[config.mk]
export PLATFORM = sky130hd
export DESIGN_NAME = smc_socket_mode_config
export DESIGN_NICKNAME = d
export VERILOG_FILES = /design/src/hdl/smc_pkg.sv /design/src/hdl/smc_mode_if.sv /design/src/hdl/smc_mode_decode.sv /design/src/hdl/smc_socket_mode_config.sv
export SDC_FILE = /design/constraint.sdc
export NUM_CORES = 1
export LEC_CHECK = 0
export ABC_AREA = 1
export ABC_CLOCK_PERIOD_IN_PS = 1800
export BUFFER_PORTS_ARGS = -buffer_cell sky130_fd_sc_hd__buf_2
export CELL_PAD_IN_SITES_DETAIL_PLACEMENT = 1
export CELL_PAD_IN_SITES_GLOBAL_PLACEMENT = 2
export CORE_MARGIN = 2
export CORE_UTILIZATION = 33
export CTS_CLUSTER_SIZE = 40
export DETAILED_ROUTE_END_ITERATION = 10
export PLACE_DENSITY_LB_ADDON = 0.1
export SLEW_MARGIN = 20
export SYNTH_ARGS = -nofsm -noshare
export SYNTH_HDL_FRONTEND = slang
export SYNTH_SLANG_ARGS = --single-unit
[constraint.sdc]
create_clock -name mclk -period 1.8 [get_ports mclk]
set_input_delay 0 -clock mclk [delete_from_list [all_inputs] [get_ports mclk]]
set_output_delay 0 -clock mclk [all_outputs]
set_load 0.005 [all_outputs]
[src/hdl/smc_pkg.sv]
// constants and types for the socket mode configuration bank
`default_nettype none
package smc_pkg;
  localparam int unsigned SMC_NUM_SOCK = 8;
  localparam int unsigned SMC_IDX_W = 3;
  localparam logic [15:0] SMC_MODE_BASE = 16'h4000;
  localparam logic [15:0] SMC_SOCK_MASK = 16'h0700;
  localparam logic [15:0] SMC_CMD_OFS = 16'h0001;
  localparam int unsigned SMC_IDX_LSB = 8;
  localparam logic [7:0] SMC_CMD_OPEN = 8'h01;
  localparam logic [7:0] SMC_MODE_RESET = 8'h00;
  localparam logic [7:0] SMC_MODE_WR_MASK = 8'hEF;
  localparam int unsigned SMC_BIT_MULTI = 7;
  localparam int unsigned SMC_BIT_FILTER = 6;
  localparam int unsigned SMC_BIT_OPTION = 5;
  localparam int unsigned SMC_PROTO_MSB = 3;

  typedef enum logic [3:0] {
    SMC_PROTO_CLOSED = 4'h0,
    SMC_PROTO_TCP = 4'h1,
    SMC_PROTO_UDP = 4'h2,
    SMC_PROTO_RAWIP = 4'h3,
    SMC_PROTO_RAWFRAME = 4'h4,
    SMC_PROTO_PPPOE = 4'h5
  } smc_proto_t;
endpackage
`default_nettype wire

[src/hdl/smc_mode_if.sv]
// interface between the bank and one socket's mode decoder
`default_nettype none
interface smc_mode_if;
  logic [7:0] modeByte;
  logic [3:0] activeProto;
  logic [3:0] liveProto;
  logic multicastEn;
  logic frameFilterEn;
  logic immediateAck;
  logic igmpV1;
  modport bank (output modeByte, output activeProto, input liveProto,
    input multicastEn, input frameFilterEn, input immediateAck, input igmpV1);
  modport decoder (input modeByte, input activeProto, output liveProto,
    output multicastEn, output frameFilterEn, output immediateAck, output igmpV1);
endinterface
`default_nettype wire

[src/hdl/smc_mode_decode.sv]
// decodes one socket's mode byte into protocol and option flags
`default_nettype none
module smc_mode_decode
  import smc_pkg::*;
#(
  parameter int unsigned SOCK_ID = 0
) (
  smc_mode_if.decoder m
);
  logic [3:0] code;
  assign code = m.modeByte[SMC_PROTO_MSB:0];

  always_comb begin
    case (code)
      SMC_PROTO_TCP, SMC_PROTO_UDP, SMC_PROTO_RAWIP: begin
        m.liveProto = code;
      end
      SMC_PROTO_RAWFRAME, SMC_PROTO_PPPOE: begin
        m.liveProto = (SOCK_ID == 0) ? code : SMC_PROTO_CLOSED;
      end
      default: begin
        m.liveProto = SMC_PROTO_CLOSED;
      end
    endcase
  end

  // options follow the protocol the socket was opened with
  assign m.multicastEn = m.modeByte[SMC_BIT_MULTI] &&
    (m.activeProto == SMC_PROTO_UDP);
  assign m.frameFilterEn = m.modeByte[SMC_BIT_FILTER] &&
    (m.activeProto == SMC_PROTO_RAWFRAME);
  assign m.immediateAck = m.modeByte[SMC_BIT_OPTION] &&
    (m.activeProto == SMC_PROTO_TCP);
  assign m.igmpV1 = m.multicastEn && m.modeByte[SMC_BIT_OPTION];
endmodule
`default_nettype wire

[src/hdl/smc_socket_mode_config.sv]
// per-socket mode register bank with open-time protocol capture
`default_nettype none
// Function
// - eight 8-bit read/write mode registers at 0x4000 plus n*0x100, reset zero
// - low four bits pick closed, TCP, UDP or raw IP
// - raw frame and PPPoE codes honoured on socket 0 only
// - PPPoE socket may later be rewritten to another protocol
// - bit 7 enables multicast, only effective in UDP
// - raw frame mode: bit 6 set filters to own or broadcast frames
// - TCP mode: bit 5 set sends ACK immediately after each segment
// - UDP multicast: bit 5 clear IGMP version 2, set version 1
// - open command 0x01 initialises socket from current protocol field
module smc_socket_mode_config
  import smc_pkg::*;
(
  input wire logic mclk,
  input wire logic rst_n,
  input wire logic [15:0] regAddr,
  input wire logic regWrEn,
  input wire logic [7:0] regWrData,
  input wire logic regRdEn,
  output logic [7:0] regRdData,
  output logic regHit,
  output logic [SMC_NUM_SOCK*4-1:0] sockProtocol,
  output logic [SMC_NUM_SOCK-1:0] sockOpenPulse,
  output logic [SMC_NUM_SOCK-1:0] sockMulticastEn,
  output logic [SMC_NUM_SOCK-1:0] sockFrameFilterEn,
  output logic [SMC_NUM_SOCK-1:0] sockImmediateAck,
  output logic [SMC_NUM_SOCK-1:0] sockIgmpV1
);
  typedef struct packed {
    logic [SMC_NUM_SOCK-1:0][7:0] mode;
    logic [SMC_NUM_SOCK-1:0][3:0] proto;
    logic [SMC_NUM_SOCK-1:0] openPulse;
    logic [SMC_NUM_SOCK-1:0] mcast;
    logic [SMC_NUM_SOCK-1:0] filt;
    logic [SMC_NUM_SOCK-1:0] ack;
    logic [SMC_NUM_SOCK-1:0] igmp;
    logic [7:0] rdData;
  } smc_state_t;

  smc_state_t st_r;
  smc_state_t st_nxt;

  logic [SMC_IDX_W-1:0] sel;
  logic modeHit;
  logic cmdHit;
  logic [SMC_NUM_SOCK-1:0][3:0] liveProto;
  logic [SMC_NUM_SOCK-1:0] decMcast;
  logic [SMC_NUM_SOCK-1:0] decFilt;
  logic [SMC_NUM_SOCK-1:0] decAck;
  logic [SMC_NUM_SOCK-1:0] decIgmp;

  // address decode: socket index sits in address bits 10:8
  assign sel = regAddr[SMC_IDX_LSB +: SMC_IDX_W];
  assign modeHit = ((regAddr & ~SMC_SOCK_MASK) == SMC_MODE_BASE);
  assign cmdHit = ((regAddr & ~SMC_SOCK_MASK) == (SMC_MODE_BASE | SMC_CMD_OFS));
  assign regHit = modeHit || cmdHit;

  smc_mode_if dec[SMC_NUM_SOCK] ();

  generate
    for (genvar i = 0; i < SMC_NUM_SOCK; i++) begin : g_sock
      assign dec[i].modeByte = st_r.mode[i];
      assign dec[i].activeProto = st_r.proto[i];
      assign liveProto[i] = dec[i].liveProto;
      assign decMcast[i] = dec[i].multicastEn;
      assign decFilt[i] = dec[i].frameFilterEn;
      assign decAck[i] = dec[i].immediateAck;
      assign decIgmp[i] = dec[i].igmpV1;
      smc_mode_decode #(
        .SOCK_ID(i)
      ) u_dec (
        .m(dec[i])
      );
    end
  endgenerate

  always_comb begin
    st_nxt = st_r;
    st_nxt.openPulse = '0;
    // mode is always writable, also after a PPPoE session is up
    if (regWrEn && modeHit) begin
      st_nxt.mode[sel] = regWrData & SMC_MODE_WR_MASK;
    end
    // open captures the protocol held right now in the mode register
    if (regWrEn && cmdHit && (regWrData == SMC_CMD_OPEN)) begin
      st_nxt.proto[sel] = liveProto[sel];
      st_nxt.openPulse[sel] = 1'b1;
    end
    // command location reads back zero, as the command self-clears
    if (regRdEn) begin
      st_nxt.rdData = modeHit ? st_r.mode[sel] : 8'h00;
    end
    st_nxt.mcast = decMcast;
    st_nxt.filt = decFilt;
    st_nxt.ack = decAck;
    st_nxt.igmp = decIgmp;
  end

  always_ff @(posedge mclk) begin
    if (!rst_n) begin
      st_r <= '0;
      for (int i = 0; i < SMC_NUM_SOCK; i++) begin
        st_r.mode[i] <= SMC_MODE_RESET;
      end
    end else begin
      st_r <= st_nxt;
    end
  end

  assign regRdData = st_r.rdData;
  assign sockProtocol = st_r.proto;
  assign sockOpenPulse = st_r.openPulse;
  assign sockMulticastEn = st_r.mcast;
  assign sockFrameFilterEn = st_r.filt;
  assign sockImmediateAck = st_r.ack;
  assign sockIgmpV1 = st_r.igmp;
endmodule
`default_nettype wire

==> Implementation_results.wiki <==
{| class="wikitable"
! Metric !! Value
|-
| Status || finished, final reports clean
|-
| Worst Min Path Start || regWrData[1]
|-
| Vias per cell || 4.599
|-
| Leakage component of the power || 3.729 nW
|-
| Pin count of the biggest net entering global routing || 64
|-
| Total chip power || roughly 7 mW
|-
| Sequential cell area || 2703 um2
|-
| Max VDD drop || 620.8 uV
|-
| Final Net Count || 1055
|-
| Number of maximum-capacitance constraint violations || 0
|-
| Number of nets with antenna violations after routing || 0
|-
| Class of the worst hold path || input port to flip-flop
|-
| Area used by multi-input combinational logic || 2794 um2
|-
| Half-perimeter wire length of the detailed placement result || between 10000 and 15000 um
|-
| Required time at the worst-slack endpoint || between 2000 and 2500 ps
|-
| Clk_lat worst skew || roughly 420 ps
|-
| Commonest non-fill, non-tap cells in the layout || sky130_fd_sc_hd__nand2_1 (339), sky130_fd_sc_hd__dfxtp_1 (135), sky130_fd_sc_hd__inv_1 (122), sky130_fd_sc_hd__buf_2 (107), sky130_fd_sc_hd__nor2_1 (67)
|-
| Clk pin slew, worst setup/hold paths || ~60 ps
|-
| Drt total wl || between 15000 and 20000 um
|-
| Routability cong. || between 0.7 and 0.8
|-
| Area enclosed by the die boundary || 20020 um2
|-
| Die span in x || between 100 and 150 um
|-
| EDFF count, synth || 0
|-
| Number of global-route vias before repair || slightly below 6000
|-
| Cell count after synthesis || 914
|-
| Die span in y || approximately 140 um
|-
| Site Rows || 50
|-
| Count of inserted antenna diode cells || 0
|-
| Global-route usage over all layers || 20.66%
|-
| PwrDens || 904.9 nW/um2
|-
| TritonCTS Buffers || 17
|-
| Clock tree from TritonCTS || yes
|-
| Critical Path Source Type || input port
|-
| Commonest register cell after synthesis || sky130_fd_sc_hd__dfxtp_1
|-
| Wire length of the first global-routing pass || ~32000 um
|-
| DR iter-0 viols || around 280
|-
| Hold violation total from the final report || 0
|-
| Final number of setup-violating endpoints || 0
|-
| Final Max Slew Viols || 0
|-
| Syn. warnings || 0
|-
| Routed WL per cell || around 16 um
|-
| Post-CTS Resized || 0
|-
| Worst-path maximum fanout || 10
|-
| Number of buffers on the longest clock path || 2
|-
| # DRC || 0
|-
| Post-synthesis cell area || between 6000 and 7000 um2
|-
| Worst hold margin || ~36 ps
|-
| Most common library cell in the layout ignoring fill and taps || sky130_fd_sc_hd__nand2_1
|-
| Fmax || roughly 630 MHz
|-
| Syn nets || 942
|-
| Number of distinct library cells after synthesis || 29
|-
| Root buf cell || sky130_fd_sc_hd__clkbuf_16
|-
| CORE AREA || 18640 um2
|-
| Count of state elements after synthesis || ~140
|-
| Type of the setup path with the least slack || input port to flip-flop
|-
| Worst Path Arrival || between 1500 and 2000 ps
|-
| Via count of the routed design || just under 6000
|-
| Sequential share of the synthesized area || 43.31%
|-
| Post-route clock period utilization || 87.88%
|-
| Starting density of the core || roughly a third
|-
| Setup clock skew after layout || 10.46 ps
|-
| Leftover overflow at the end of global routing || 0
|-
| Boundary pin count || roughly 110
|-
| IO Port Bufs || 107
|-
| Kind of end point of the critical path || flip-flop
|-
| Number of detailed-route iterations in the first pass || 4
|-
| Number of antenna violations at the first check in global routing || 0
|-
| Fraction of final layout cells sized beyond drive strength 1 || 21.17%
|-
| Fin Setup TNS || 0 ps
|-
| Mean instance size in the synthesized netlist || slightly below 7 um2
|-
| RSZ-0062 raised after global routing || no
|-
| Level count of the clock H-tree || 4
|-
| Fraction of registers with async set/reset || 0%
|-
| Critical Path Source || regWrData[3]
|-
| Clock period minus worst slack || approximately 1600 ps
|-
| Area delta synth->final || 23.06%
|-
| Number of filler instances in the final layout || approximately 2400
|-
| Clock sinks || about 140
|-
| RR Startpoint || dec[4].modeByte[2]
|}
## registers in the layout, indices dropped and copies added, names as in the netlist
register           cells
sockFrameFilterEn      8
sockOpenPulse          8
regRdData              7
sockIgmpV1             8
dec.activeProto       32
sockImmediateAck       8
dec.modeByte          56
sockMulticastEn        8
## timing repair
item	4_1_cts	5_1_grt
setup buffers	0	0
endpoints found under the hold margin	20	0
hold buffers	4	0
## worst max-delay path: stages
cell and delay [ps]:
sky130_fd_sc_hd__dlygate4sd3_1 520, sky130_fd_sc_hd__buf_2 210, sky130_fd_sc_hd__nor2_1 160, sky130_fd_sc_hd__nand3_1 210
sky130_fd_sc_hd__nor2_8 270, sky130_fd_sc_hd__nand2_8 140, sky130_fd_sc_hd__nor2_4 170, sky130_fd_sc_hd__nand2_1 80
sky130_fd_sc_hd__nand2_1 80, sky130_fd_sc_hd__inv_1 40
## report_power, final
part           switching [mW]  leakage [nW]  internal [mW]
sequential          0.0000102          1.09           2.99
clock                    1.42         0.294           2.18
combinational           0.250          2.35          0.102
total                    1.67          3.73           5.27
## kinds of logic after synthesis
family	share of synthesized area [%]
simple gates	39.34
buf+inv	11.91
flops	43.31
compound gates	5.374
other cells	0.06010
## metal layers
metal | vias up | routed length, um | part of all wire [%] | track usage, %
met3 | 18 | 584 | 3.0 | 3.105
met5 | - | 0 | 0 | 0
met4 | 0 | 264 | 1.3 | 6.105
li1 | 3013 | - | - | -
met1 | 2722 | 9851 | 50 | 28.32
met2 | 102 | 9054 | 46 | 33.78
## through the flow
step                      std cells  utilization, %  instance area (um2)  worst slack (ps)
after detailed placement       1238           37.76                 7039             329.0
after floorplan                 914               -                 6240             702.7
after global placement         1238           37.76                 7039             322.6
after CTS                      1273           41.19                 7679             206.3
after global routing           1273           41.19                 7679             111.4
final                          1273           41.19                 7679             218.1
## final cells by class
type                       instances  area share (%)
multi-input combinational        600           36.39
sequential                       135           35.20
timing repair buffer             130           9.679
inverter                         143           7.121
clock buffer                      17           5.540
tap                              234           3.813
clock inverter                    14           2.265
## synth_stat cells (2+ instances only)
cell,n,share of area (%)
sky130_fd_sc_hd__a21oi_1,62,5.0
sky130_fd_sc_hd__buf_2,10,0.80
sky130_fd_sc_hd__buf_4,5,0.60
sky130_fd_sc_hd__buf_6,4,0.72
sky130_fd_sc_hd__clkbuf_1,16,0.96
sky130_fd_sc_hd__clkinv_2,6,0.48
sky130_fd_sc_hd__dfxtp_1,135,43
sky130_fd_sc_hd__inv_1,123,7.4
sky130_fd_sc_hd__inv_2,13,0.78
sky130_fd_sc_hd__nand2_1,339,20
sky130_fd_sc_hd__nand2_2,4,0.40
sky130_fd_sc_hd__nand3_1,37,3.0
sky130_fd_sc_hd__nand4_1,21,2.1
sky130_fd_sc_hd__nand4_4,6,2.0
sky130_fd_sc_hd__nor2_1,67,4.0
sky130_fd_sc_hd__nor2_2,14,1.4
sky130_fd_sc_hd__nor2_4,14,2.5
sky130_fd_sc_hd__nor2_8,2,0.64
sky130_fd_sc_hd__nor3_1,21,1.7
sky130_fd_sc_hd__nor4_1,2,0.20
sky130_fd_sc_hd__o21ai_0,5,0.40
## final timing paths
check / endpoint / slack (ps) / cells after the start
setup reg to reg: dec[2].activeProto[1] / 390 / 9
hold reg to reg: dec[3].modeByte[0] / 470 / 2
hold / removal: dec[4].modeByte[1] / 40 / 4
setup / recovery: dec[2].activeProto[1] / 220 / 10
Power figures use the tool's default switching activity.
